==> src/rtl/usbd_pkg.sv <==
package usbd_pkg;
	// descriptor count and index width
	localparam int NUM_DESC = 4;
	localparam int IDX_W    = 2;
	// per-descriptor word offsets, stride 16 bytes
	localparam logic [11:0] OFS_STAT  = 12'h000;
	localparam logic [11:0] OFS_CNT   = 12'h004;
	localparam logic [11:0] OFS_EPCTL = 12'h008;
	localparam int          STRIDE_SH = 4;
	localparam logic [11:0] OFS_ENG   = 12'h100;
	// status byte fields
	localparam int OWN_BIT      = 7;
	localparam int TOGGLE_BIT   = 6;
	localparam int TOGCHK_BIT   = 3;
	localparam int BUFSTALL_BIT = 2;
	localparam int PID_LSB      = 2;
	localparam int PID_MSB      = 5;
	localparam logic [7:0] STAT_WR_MASK = 8'hCF;
	localparam logic [7:0] STAT_RST     = 8'h00;
	// endpoint control fields
	localparam int EP_STALL_BIT = 0;
	localparam int EP_EN_BIT    = 1;
	localparam logic [1:0] EP_RST = 2'h0;
	// token identifiers
	localparam logic [3:0] PID_OUT   = 4'h1;
	localparam logic [3:0] PID_IN    = 4'h9;
	localparam logic [3:0] PID_SETUP = 4'hD;
	// answer codes to the engine
	localparam logic [1:0] ANS_ACCEPT = 2'h0;
	localparam logic [1:0] ANS_NAK    = 2'h1;
	localparam logic [1:0] ANS_STALL  = 2'h2;
	localparam logic [1:0] ANS_IGNORE = 2'h3;
	// token kind recorded on write-back
	function automatic logic pid_recorded(input logic [3:0] p);
		pid_recorded = (p == PID_OUT) || (p == PID_IN) || (p == PID_SETUP);
	endfunction
endpackage

==> src/rtl/usbd_apb_decode.sv <==
`timescale 1ns/1ps
// splits an apb address into descriptor index and word
module usbd_apb_decode
(
	input  wire logic [11:0]                paddr,
	output logic      [usbd_pkg::IDX_W-1:0] idx,
	output logic                            hit_stat,
	output logic                            hit_cnt,
	output logic                            hit_ep,
	output logic                            hit_eng
);
	import usbd_pkg::*;

	// word offset within a descriptor window
	function automatic logic word_is(input logic [11:0] a, input logic [11:0] w);
		word_is = (a[STRIDE_SH-1:0] == w[STRIDE_SH-1:0]);
	endfunction

	logic in_desc; // address lies in the descriptor area

	// decode
	always_comb begin
		in_desc  = (paddr >> STRIDE_SH) < 12'(NUM_DESC);
		idx      = paddr[STRIDE_SH+IDX_W-1:STRIDE_SH];
		hit_stat = in_desc && word_is(paddr, OFS_STAT);
		hit_cnt  = in_desc && word_is(paddr, OFS_CNT);
		hit_ep   = in_desc && word_is(paddr, OFS_EPCTL);
		hit_eng  = (paddr == OFS_ENG);
	end
endmodule

==> src/rtl/usbd_token_judge.sv <==
`timescale 1ns/1ps
// decides the answer to one token against one descriptor
module usbd_token_judge
(
	input  wire logic [7:0] stat,
	input  wire logic [1:0] ep_ctl,
	input  wire logic [3:0] pid,
	input  wire logic       pkt_data1,
	output logic      [1:0] code
);
	import usbd_pkg::*;

	logic mismatch; // received toggle differs from expected

	// priority: ownership, buffer stall, endpoint, toggle
	always_comb begin
		mismatch = stat[TOGCHK_BIT] && (pkt_data1 != stat[TOGGLE_BIT]);
		if (!stat[OWN_BIT]) begin
			code = ANS_NAK;
		end else if (stat[BUFSTALL_BIT]) begin
			code = ANS_STALL;
		end else if (!ep_ctl[EP_EN_BIT]) begin
			code = ANS_IGNORE;
		end else if (ep_ctl[EP_STALL_BIT]) begin
			code = ANS_STALL;
		end else if (pid == PID_OUT && mismatch) begin
			code = ANS_IGNORE;
		end else begin
			code = ANS_ACCEPT;
		end
	end
endmodule

==> src/rtl/usbd_desc_status.sv <==
`timescale 1ns/1ps
module usbd_desc_status
(
	input  wire logic                       pclk,
	input  wire logic                       presetn,
	input  wire logic [11:0]                paddr,
	input  wire logic                       psel,
	input  wire logic                       penable,
	input  wire logic                       pwrite,
	input  wire logic [31:0]                pwdata,
	output logic      [31:0]                prdata,
	output logic                            pready,
	output logic                            pslverr,
	input  wire logic                       tok_valid,
	input  wire logic [3:0]                 tok_pid,
	input  wire logic [usbd_pkg::IDX_W-1:0] tok_desc,
	input  wire logic                       pkt_data1,
	input  wire logic                       done_valid,
	input  wire logic [usbd_pkg::IDX_W-1:0] done_desc,
	input  wire logic [3:0]                 done_pid,
	input  wire logic [9:0]                 done_count,
	output logic                            ans_valid,
	output logic      [1:0]                 ans_code,
	output logic                            ans_data1,
	output logic      [9:0]                 ans_count
);
	import usbd_pkg::*;

	// descriptor storage
	logic [7:0]       stat        [NUM_DESC];
	logic [7:0]       next_stat   [NUM_DESC];
	logic [7:0]       cnt_lo      [NUM_DESC];
	logic [7:0]       next_cnt_lo [NUM_DESC];
	logic [1:0]       ep_ctl      [NUM_DESC];
	// apb decode results
	logic [IDX_W-1:0] a_idx;
	logic             hit_stat;
	logic             hit_cnt;
	logic             hit_ep;
	logic             hit_eng;
	logic             wr_acc;
	logic             setup_ph;
	logic [31:0]      next_prdata;
	logic             next_pslverr;
	// token path
	logic [7:0]       tok_stat;
	logic [1:0]       judge_code;
	logic             next_ans_valid;
	logic [1:0]       next_ans_code;
	logic             next_ans_data1;
	logic [9:0]       next_ans_count;
	// last answer seen by software
	logic [1:0]       last_code;
	logic [1:0]       next_last_code;
	logic             done_ok;

	// zero-wait slave, always ready
	assign pready   = 1'b1;
	assign setup_ph = psel && !penable;
	assign wr_acc   = psel && penable && pwrite;
	assign tok_stat = stat[tok_desc];
	assign done_ok  = done_valid && stat[done_desc][OWN_BIT];

	// address decode
	usbd_apb_decode u_dec (
		.paddr    (paddr),
		.idx      (a_idx),
		.hit_stat (hit_stat),
		.hit_cnt  (hit_cnt),
		.hit_ep   (hit_ep),
		.hit_eng  (hit_eng)
	);

	// answer for the presented token
	usbd_token_judge u_judge (
		.stat      (tok_stat),
		.ep_ctl    (ep_ctl[tok_desc]),
		.pid       (tok_pid),
		.pkt_data1 (pkt_data1),
		.code      (judge_code)
	);

	// endpoint control registers, one per descriptor
	genvar g;
	generate
		for (g = 0; g < NUM_DESC; g++) begin : g_ep
			logic [1:0] next_ep;
			// software write only
			always_comb begin
				next_ep = ep_ctl[g];
				if (wr_acc && hit_ep && a_idx == IDX_W'(g)) begin
					next_ep = pwdata[1:0];
				end
			end
			// register
			always_ff @(posedge pclk or negedge presetn) begin
				if (!presetn) begin
					ep_ctl[g] <= EP_RST;
				end else begin
					ep_ctl[g] <= next_ep;
				end
			end
		end
	endgenerate

	// descriptor next values: engine write-back, then software
	always_comb begin
		for (int i = 0; i < NUM_DESC; i++) begin
			next_stat[i]   = stat[i];
			next_cnt_lo[i] = cnt_lo[i];
		end
		// engine completion hands descriptor back
		if (done_ok) begin
			next_stat[done_desc][OWN_BIT] = 1'b0;
			next_stat[done_desc][1:0]     = done_count[9:8];
			next_cnt_lo[done_desc]        = done_count[7:0];
			// only token kinds are recorded
			if (pid_recorded(done_pid)) begin
				next_stat[done_desc][PID_MSB:PID_LSB] = done_pid;
			end
		end
		// software status write; reserved bits forced low
		if (wr_acc && hit_stat) begin
			next_stat[a_idx] = pwdata[7:0] & STAT_WR_MASK;
		end
		// count byte locked while engine owns it
		if (wr_acc && hit_cnt && !stat[a_idx][OWN_BIT]) begin
			next_cnt_lo[a_idx] = pwdata[7:0];
		end
	end

	// descriptor registers
	always_ff @(posedge pclk or negedge presetn) begin
		if (!presetn) begin
			for (int i = 0; i < NUM_DESC; i++) begin
				stat[i]   <= STAT_RST;
				cnt_lo[i] <= STAT_RST;
			end
		end else begin
			for (int i = 0; i < NUM_DESC; i++) begin
				stat[i]   <= next_stat[i];
				cnt_lo[i] <= next_cnt_lo[i];
			end
		end
	end

	// read data captured in setup phase
	always_comb begin
		next_prdata  = prdata;
		next_pslverr = 1'b0;
		if (setup_ph) begin
			next_prdata = 32'h0000_0000;
			if (hit_stat) begin
				next_prdata[7:0] = stat[a_idx];
			end else if (hit_cnt) begin
				next_prdata[7:0] = cnt_lo[a_idx];
			end else if (hit_ep) begin
				next_prdata[1:0] = ep_ctl[a_idx];
			end else if (hit_eng) begin
				next_prdata[1:0] = last_code;
			end else begin
				next_pslverr = 1'b1;
			end
		end else if (psel) begin
			next_pslverr = pslverr;
		end
	end

	// bus answer registers
	always_ff @(posedge pclk or negedge presetn) begin
		if (!presetn) begin
			prdata  <= 32'h0000_0000;
			pslverr <= 1'b0;
		end else begin
			prdata  <= next_prdata;
			pslverr <= next_pslverr;
		end
	end

	// token answer next values
	always_comb begin
		next_ans_valid = tok_valid;
		next_ans_code  = ans_code;
		next_ans_data1 = ans_data1;
		next_ans_count = ans_count;
		next_last_code = last_code;
		if (tok_valid) begin
			next_ans_code  = judge_code;
			next_ans_data1 = tok_stat[TOGGLE_BIT];
			next_ans_count = {tok_stat[1:0], cnt_lo[tok_desc]};
			next_last_code = judge_code;
		end
	end

	// token answer registers
	always_ff @(posedge pclk or negedge presetn) begin
		if (!presetn) begin
			ans_valid <= 1'b0;
			ans_code  <= ANS_NAK;
			ans_data1 <= 1'b0;
			ans_count <= 10'h000;
			last_code <= ANS_NAK;
		end else begin
			ans_valid <= next_ans_valid;
			ans_code  <= next_ans_code;
			ans_data1 <= next_ans_data1;
			ans_count <= next_ans_count;
			last_code <= next_last_code;
		end
	end

	// disabled endpoint never stalls by request
	AST_EP_STALL_OFF: assert property (@(posedge pclk) disable iff (!presetn)
		tok_valid && tok_stat[OWN_BIT] && !tok_stat[BUFSTALL_BIT] && !ep_ctl[tok_desc][EP_EN_BIT]
		|=> ans_valid && ans_code == ANS_IGNORE)
		else $error("stall request acted on while endpoint disabled");

	// enabled endpoint with a stall request stalls
	AST_EP_STALL_ON: assert property (@(posedge pclk) disable iff (!presetn)
		tok_valid && tok_stat[OWN_BIT] && !tok_stat[BUFSTALL_BIT] && ep_ctl[tok_desc][EP_EN_BIT]
		&& ep_ctl[tok_desc][EP_STALL_BIT] |=> ans_valid && ans_code == ANS_STALL)
		else $error("stall request ignored on enabled endpoint");

	// engine never uses a core-owned descriptor
	AST_NOT_OWNED: assert property (@(posedge pclk) disable iff (!presetn)
		tok_valid && !tok_stat[OWN_BIT] |=> ans_valid && ans_code == ANS_NAK)
		else $error("token served on core-owned descriptor");

	// count byte held while the engine owns the descriptor
	AST_CNT_LOCK: assert property (@(posedge pclk) disable iff (!presetn)
		wr_acc && hit_cnt && stat[a_idx][OWN_BIT] && !(done_ok && done_desc == a_idx)
		|=> cnt_lo[$past(a_idx)] == $past(cnt_lo[a_idx]))
		else $error("count byte changed by core while engine owns it");

	// write-back on a core-owned descriptor is dropped
	AST_DONE_DROP: assert property (@(posedge pclk) disable iff (!presetn)
		done_valid && !stat[done_desc][OWN_BIT] && !wr_acc
		|=> stat[$past(done_desc)] == $past(stat[done_desc]))
		else $error("write-back applied to core-owned descriptor");

	// toggle bit picks the data packet
	AST_TOGGLE_SEL: assert property (@(posedge pclk) disable iff (!presetn)
		tok_valid |=> ans_data1 == $past(tok_stat[TOGGLE_BIT]))
		else $error("data packet kind differs from toggle bit");

	// check off means toggle ignored
	AST_CHECK_OFF: assert property (@(posedge pclk) disable iff (!presetn)
		tok_valid && tok_stat[OWN_BIT] && !tok_stat[BUFSTALL_BIT] && !tok_stat[TOGCHK_BIT]
		&& ep_ctl[tok_desc] == 2'h2 |=> ans_code == ANS_ACCEPT)
		else $error("toggle disregarded check failed");

	// reserved status bits always stored low from the bus
	AST_RSVD_LOW: assert property (@(posedge pclk) disable iff (!presetn)
		wr_acc && hit_stat |=> (stat[$past(a_idx)] & ~STAT_WR_MASK) == 8'h00)
		else $error("reserved status bits stored high");

	// ten-bit count assembled from both bytes
	AST_COUNT10: assert property (@(posedge pclk) disable iff (!presetn)
		tok_valid |=> ans_count == {$past(tok_stat[1:0]), $past(cnt_lo[tok_desc])})
		else $error("byte count assembly wrong");

	// completion stores actual count and frees descriptor
	AST_WRITEBACK: assert property (@(posedge pclk) disable iff (!presetn)
		done_ok && !(wr_acc && (hit_stat || hit_cnt) && a_idx == done_desc)
		|=> {stat[$past(done_desc)][1:0], cnt_lo[$past(done_desc)]} == $past(done_count)
		&& !stat[$past(done_desc)][OWN_BIT])
		else $error("write-back count or owner wrong");

	// token id recorded for token kinds
	AST_PID_REC: assert property (@(posedge pclk) disable iff (!presetn)
		done_ok && pid_recorded(done_pid) && !(wr_acc && hit_stat && a_idx == done_desc)
		|=> stat[$past(done_desc)][PID_MSB:PID_LSB] == $past(done_pid))
		else $error("token id not recorded");

	// other token kinds leave the id field alone
	AST_PID_KEEP: assert property (@(posedge pclk) disable iff (!presetn)
		done_ok && !pid_recorded(done_pid) && !(wr_acc && hit_stat && a_idx == done_desc)
		|=> stat[$past(done_desc)][PID_MSB:PID_LSB] == $past(stat[done_desc][PID_MSB:PID_LSB]))
		else $error("id field changed by a non-token write-back");

	// write-back never touches bit six
	AST_WB_BIT6: assert property (@(posedge pclk) disable iff (!presetn)
		done_ok && !(wr_acc && hit_stat && a_idx == done_desc)
		|=> stat[$past(done_desc)][TOGGLE_BIT] == $past(stat[done_desc][TOGGLE_BIT]))
		else $error("write-back changed bit six");

	// mismatched OUT ignored, SETUP accepted
	AST_MISMATCH: assert property (@(posedge pclk) disable iff (!presetn)
		tok_valid && tok_stat[OWN_BIT] && !tok_stat[BUFSTALL_BIT] && ep_ctl[tok_desc] == 2'h2
		&& tok_stat[TOGCHK_BIT] && pkt_data1 != tok_stat[TOGGLE_BIT]
		|=> ans_code == ((($past(tok_pid)) == PID_SETUP) ? ANS_ACCEPT :
		(($past(tok_pid)) == PID_OUT) ? ANS_IGNORE : ANS_ACCEPT))
		else $error("toggle mismatch handling wrong");

	// buffer stall answers stall and keeps the descriptor
	AST_BUF_STALL: assert property (@(posedge pclk) disable iff (!presetn)
		tok_valid && tok_stat[OWN_BIT] && tok_stat[BUFSTALL_BIT] && !done_valid && !wr_acc
		|=> ans_code == ANS_STALL && stat[$past(tok_desc)] == $past(tok_stat))
		else $error("buffer stall did not stall or changed descriptor");
endmodule

==> config.mk <==
export PLATFORM = sky130hd
export DESIGN_NAME = usbd_desc_status
export DESIGN_NICKNAME = d
export VERILOG_FILES = /design/src/rtl/usbd_pkg.sv /design/src/rtl/usbd_apb_decode.sv /design/src/rtl/usbd_token_judge.sv /design/src/rtl/usbd_desc_status.sv
export SDC_FILE = /design/constraint.sdc
export NUM_CORES = 1
export LEC_CHECK = 0
export ABC_AREA = 1
export BUFFER_PORTS_ARGS = -buffer_cell sky130_fd_sc_hd__buf_2
export CAP_MARGIN = 20
export CORE_MARGIN = 10
export CORE_UTILIZATION = 50
export DETAILED_ROUTE_END_ITERATION = 10
export PLACE_DENSITY = 0.78
export SYNTH_ARGS = -nofsm -noshare
export SYNTH_HDL_FRONTEND = slang
export SYNTH_HIERARCHICAL = 1
export SYNTH_SLANG_ARGS = --single-unit
==> constraint.sdc <==
create_clock -name pclk -period 2.5 [get_ports pclk]
set_clock_uncertainty 0.2 [all_clocks]
set_input_delay 0 -clock pclk [delete_from_list [all_inputs] [get_ports pclk]]
set_output_delay 0 -clock pclk [all_outputs]
set_load 0.005 [all_outputs]
Word level (Yosys, flattened, before mapping) --
Cells that the tools add are included.
Storage, ports and cells: flip-flop bits (word level) 95, input port bits 74, word-level logic and storage cells 123
Cells by class: $lt $le $gt $ge 6, equality and inequality tests 12, multiplexer cells 57, bitwise operators 5, reductions and logical operators 25
Operators with widths (number):
- 32-bit bitwise mux | 5
- 32-bit 2-to-1 mux | 5
- 8-bit 2-to-1 mux | 14
- 8-bit binary-select mux with 2-bit select | 5
- 8-bit demux with 2-bit select | 5
- 32-bit bitwise AND | 1
- 32-bit inverter | 1
- 2-bit 2-to-1 mux | 13
- 1-bit logical AND | 19
- 12-bit by 9-bit == test with 1-bit output, second input constant | 1
- 4-bit == test, second input constant | 3
- 6-bit 2-to-1 mux | 2
- 3-bit greater-or-equal comparator, second input constant | 3
- 2-bit inverter with 3-bit output | 3
- 2-bit binary-select mux with 2-bit select | 2
- 4-bit by 1-bit == test with 1-bit output, second input constant | 2
- 8-bit by 3-bit < comparator with 1-bit output, second input constant | 1
- 3-bit by 1-bit < comparator with 1-bit output, second input constant | 2
- 1-bit 2-to-1 mux | 6
- 2-bit == test, second input constant | 2
- 4-bit by 3-bit == test with 1-bit output, second input constant | 1
- 4-bit zero test | 1
- 2-bit by 1-bit == test with 1-bit output, second input constant | 1
- 1-bit zero test | 2
- 4 further kinds | 5

Longest topological paths before layout --
word-level depth 13, depth in mapped cells 13

By module --
Netlist, hierarchy kept.
By module, submodules not included:
- usbd_desc_status | instances 1, cells each 869, area an instance 5984.5 µm², seq. area each 2378.5 µm²
- usbd_apb_decode | instances 1, cells each 28, area an instance 123.9 µm², seq. area each 0.0 µm²
- usbd_token_judge | instances 1, cells each 19, area an instance 82.6 µm², seq. area each 0.0 µm²

Worst setup path before layout --
No wires, ideal clock.
path kind input -> register, start input port paddr[10], end register stat[27] (netlist bit), library setup time 0.132 ns, arrival 1.311 ns, data required time 2.168 ns, slack 0.857 ns, stages 12, path buffers 2, cells stage by stage inv_1 -> nand2_1 -> nor2_2 -> nand2_2 -> nor2_1 -> buf_2 -> inv_1 -> nor2_1 -> nand2_1 -> clkbuf_1 -> nand3_1 -> o21ai_0
RTL lines:
- start, declared | RTL line usbd_desc_status.sv:6 | input wire logic [11:0] paddr,
- end signal, assigned by index | RTL line usbd_desc_status.sv:141 | stat[i] <= next_stat[i];
- end, declared | RTL line usbd_desc_status.sv:30 | logic [7:0] stat [NUM_DESC];

==> impl_metrics.env <==
export IMPL_synthCells=906
export IMPL_critical_path_class="input port to flop"
export IMPL_placedCellCount=1097
export IMPL_initial_core_util_pct=51.1
export IMPL_final_nets=1070
export IMPL_fillCellCount=1091
export IMPL_use_met2_pct=33.2
export IMPL_first_global_vias=5818
export IMPL_drc=0
export IMPL_syn_avg_cell_area_um2=6.78
export IMPL_status="completed"
export IMPL_pin_count=122
export IMPL_setup_viol=0
export IMPL_reg2reg_from="stat[31]"
export IMPL_vias=6352
export IMPL_cts_sinks=95
export IMPL_clk_latency_ns=0.36
export IMPL_crit_required_ns=2.59
export IMPL_cts_setup_buffers=0
export IMPL_grt_ovfl_total=0
export IMPL_use_met1_pct=31.1
export IMPL_layout_drive_gt1_share_pct=15.0
export IMPL_dr_pass1_iters=6
export IMPL_slew_headroom_pct=48.3
export IMPL_worstMarginPinSlew_ns=0.767
export IMPL_die_y_um=131
export IMPL_p_leak_nw=3.66
export IMPL_cts_tree="yes"
export IMPL_critPathLaunch="paddr[3]"
export IMPL_core_area_um2=12000
export IMPL_power_density_nw_per_um2=468
export IMPL_syn_area_um2=6140
export IMPL_fin_cells=1148
export IMPL_grt_pass1_wl_um=30500
export IMPL_use_met3_pct=5.24
export IMPL_grtUsageTotal_pct=22.3
export IMPL_min_path_type="input port to flop"
export IMPL_synth_warning_count=6
export IMPL_setup_worst_path_end_class="flop"
export IMPL_peakVddDrop_v=0.000366
export IMPL_row_count=40
export IMPL_drt_iter0_markers=766
export IMPL_area_delta_synth_final_pct=16.7
export IMPL_cts_buffers=9
export IMPL_clock_path_buffers=2
export IMPL_tns_ns=0
export IMPL_period_share_pct=94.8
export IMPL_wirelength_um=19000
export IMPL_hold_viol=0
export IMPL_vias_per_cell=5.53
export IMPL_io_buffers=72
export IMPL_cts_root_buf="clkbuf_16"
export IMPL_slew_viol_final=0
export IMPL_arrival_ns=2.46
export IMPL_fmaxAchievable_mhz=422
export IMPL_diodes=0
export IMPL_die_area_um2=17100
export IMPL_min_period_ns=2.37
export IMPL_antenna_found_initial=0
export IMPL_grt_busiest_layer="met2"
export IMPL_die_w_um=131
export IMPL_clk_pin_slew_ns=0.06
export IMPL_detail_route_antenna_nets=0
export IMPL_wl_per_cell_um=16.5
export IMPL_worstPathMaxFanout=12
export IMPL_rsz0062_at_grt="no"
export IMPL_cap_violations=0
export IMPL_htree_num_levels=3
export IMPL_r2r_setup_slack_ns=0.16
export IMPL_hold_start="done_desc[0]"
export IMPL_cp_start_kind="input port"
export IMPL_grt_max_degree=63
export IMPL_dp_hpwl_um=13700
export IMPL_place_congestion=0.926
## state kept, by name, indices dropped and copies added, names as in the netlist
register / flops
ans_count: 10
ep_ctl: 8
last_code: 2
prdata: 8
ans_data1: 1
cnt_lo: 32
pslverr: 1
stat: 32
ans_valid: 1
## per-layer routing
layer	routed length [µm]	vias up	part of all wire [%]
met3	2180	45	11
li1	-	3067	-
met2	8170	345	43
met5	0	-	0
met1	8110	2895	43
met4	509	0	2.7
## power breakdown
| part | leakage, nW | switching (W) | internal [W] |
|---|---|---|---|
| Combinational | 2.27 | 0.000273 | 0.000158 |
| Sequential | 1.25 | 0.0000204 | 0.00157 |
| Clock | 0.136 | 0.000607 | 0.000727 |
## critical path, cell delays in order
cell           delay, ns
dlygate4sd3_1       0.54
buf_2               0.13
inv_1               0.07
nand3_1             0.11
nor2_2              0.15
inv_1               0.10
nor2_2              0.14
buf_6               0.17
nand2_4             0.13
inv_2               0.11
a21oi_1             0.05
a21oi_1             0.17
dlygate4sd3_1       0.58
## final cells by class
class | count | area (µm²) | share of cell area, %
Clock inverter | 3 | 17.5 | 0.244
Clock buffer | 13 | 260 | 3.63
Tap cell | 147 | 184 | 2.57
Sequential cell | 95 | 2380 | 33.2
Multi-Input combinational cell | 683 | 3140 | 43.8
Inverter | 81 | 304 | 4.24
Timing Repair Buffer | 126 | 882 | 12.3
## timing repair
action / in CTS / in global routing
hold endpoints to repair: 176 / 0
endpoints found under the setup margin: 0 / 2
resized for setup: 0 / 9
hold buffers: 35 / 0
## through the flow
stage                     power [W]  setup WS, ns  utilization, %  hold WS, ns  cell area (µm²)
after floorplan             0.00185         0.857               -       -0.496             6230
after global placement      0.00200         0.449            54.2       -0.204             6510
after detailed placement    0.00200         0.405            54.2       -0.207             6510
after CTS                   0.00335        0.0314            59.5      0.00953             7140
after global routing        0.00348        0.0110            59.7       0.0424             7170
final                       0.00336         0.129            59.7      0.00665             7170
## layout by cell type, fill, tap and decap left out, drive strengths merged, types with 13 or more instances in the layout
master,n
dfrtp,94
nand3,40
nand2,323
inv,79
conb,25
dlygate4sd3,34
buf,92
nand4,30
nor2,78
o21ai,121
clkbuf,13
a21oi,29
## path summary, 6_finish.rpt
| path | endpoint | cells past startpoint |
|---|---|---|
| hold reg to reg | prdata[1] | 2 |
| max in group asynchronous | last_code[0] | 4 |
| hold / removal | stat[23] | 4 |
| min in group asynchronous | stat[12] | 4 |
| setup reg to reg | stat[17] | 7 |
| setup / recovery | stat[17] | 13 |
(Power assumes the default switching activity.)
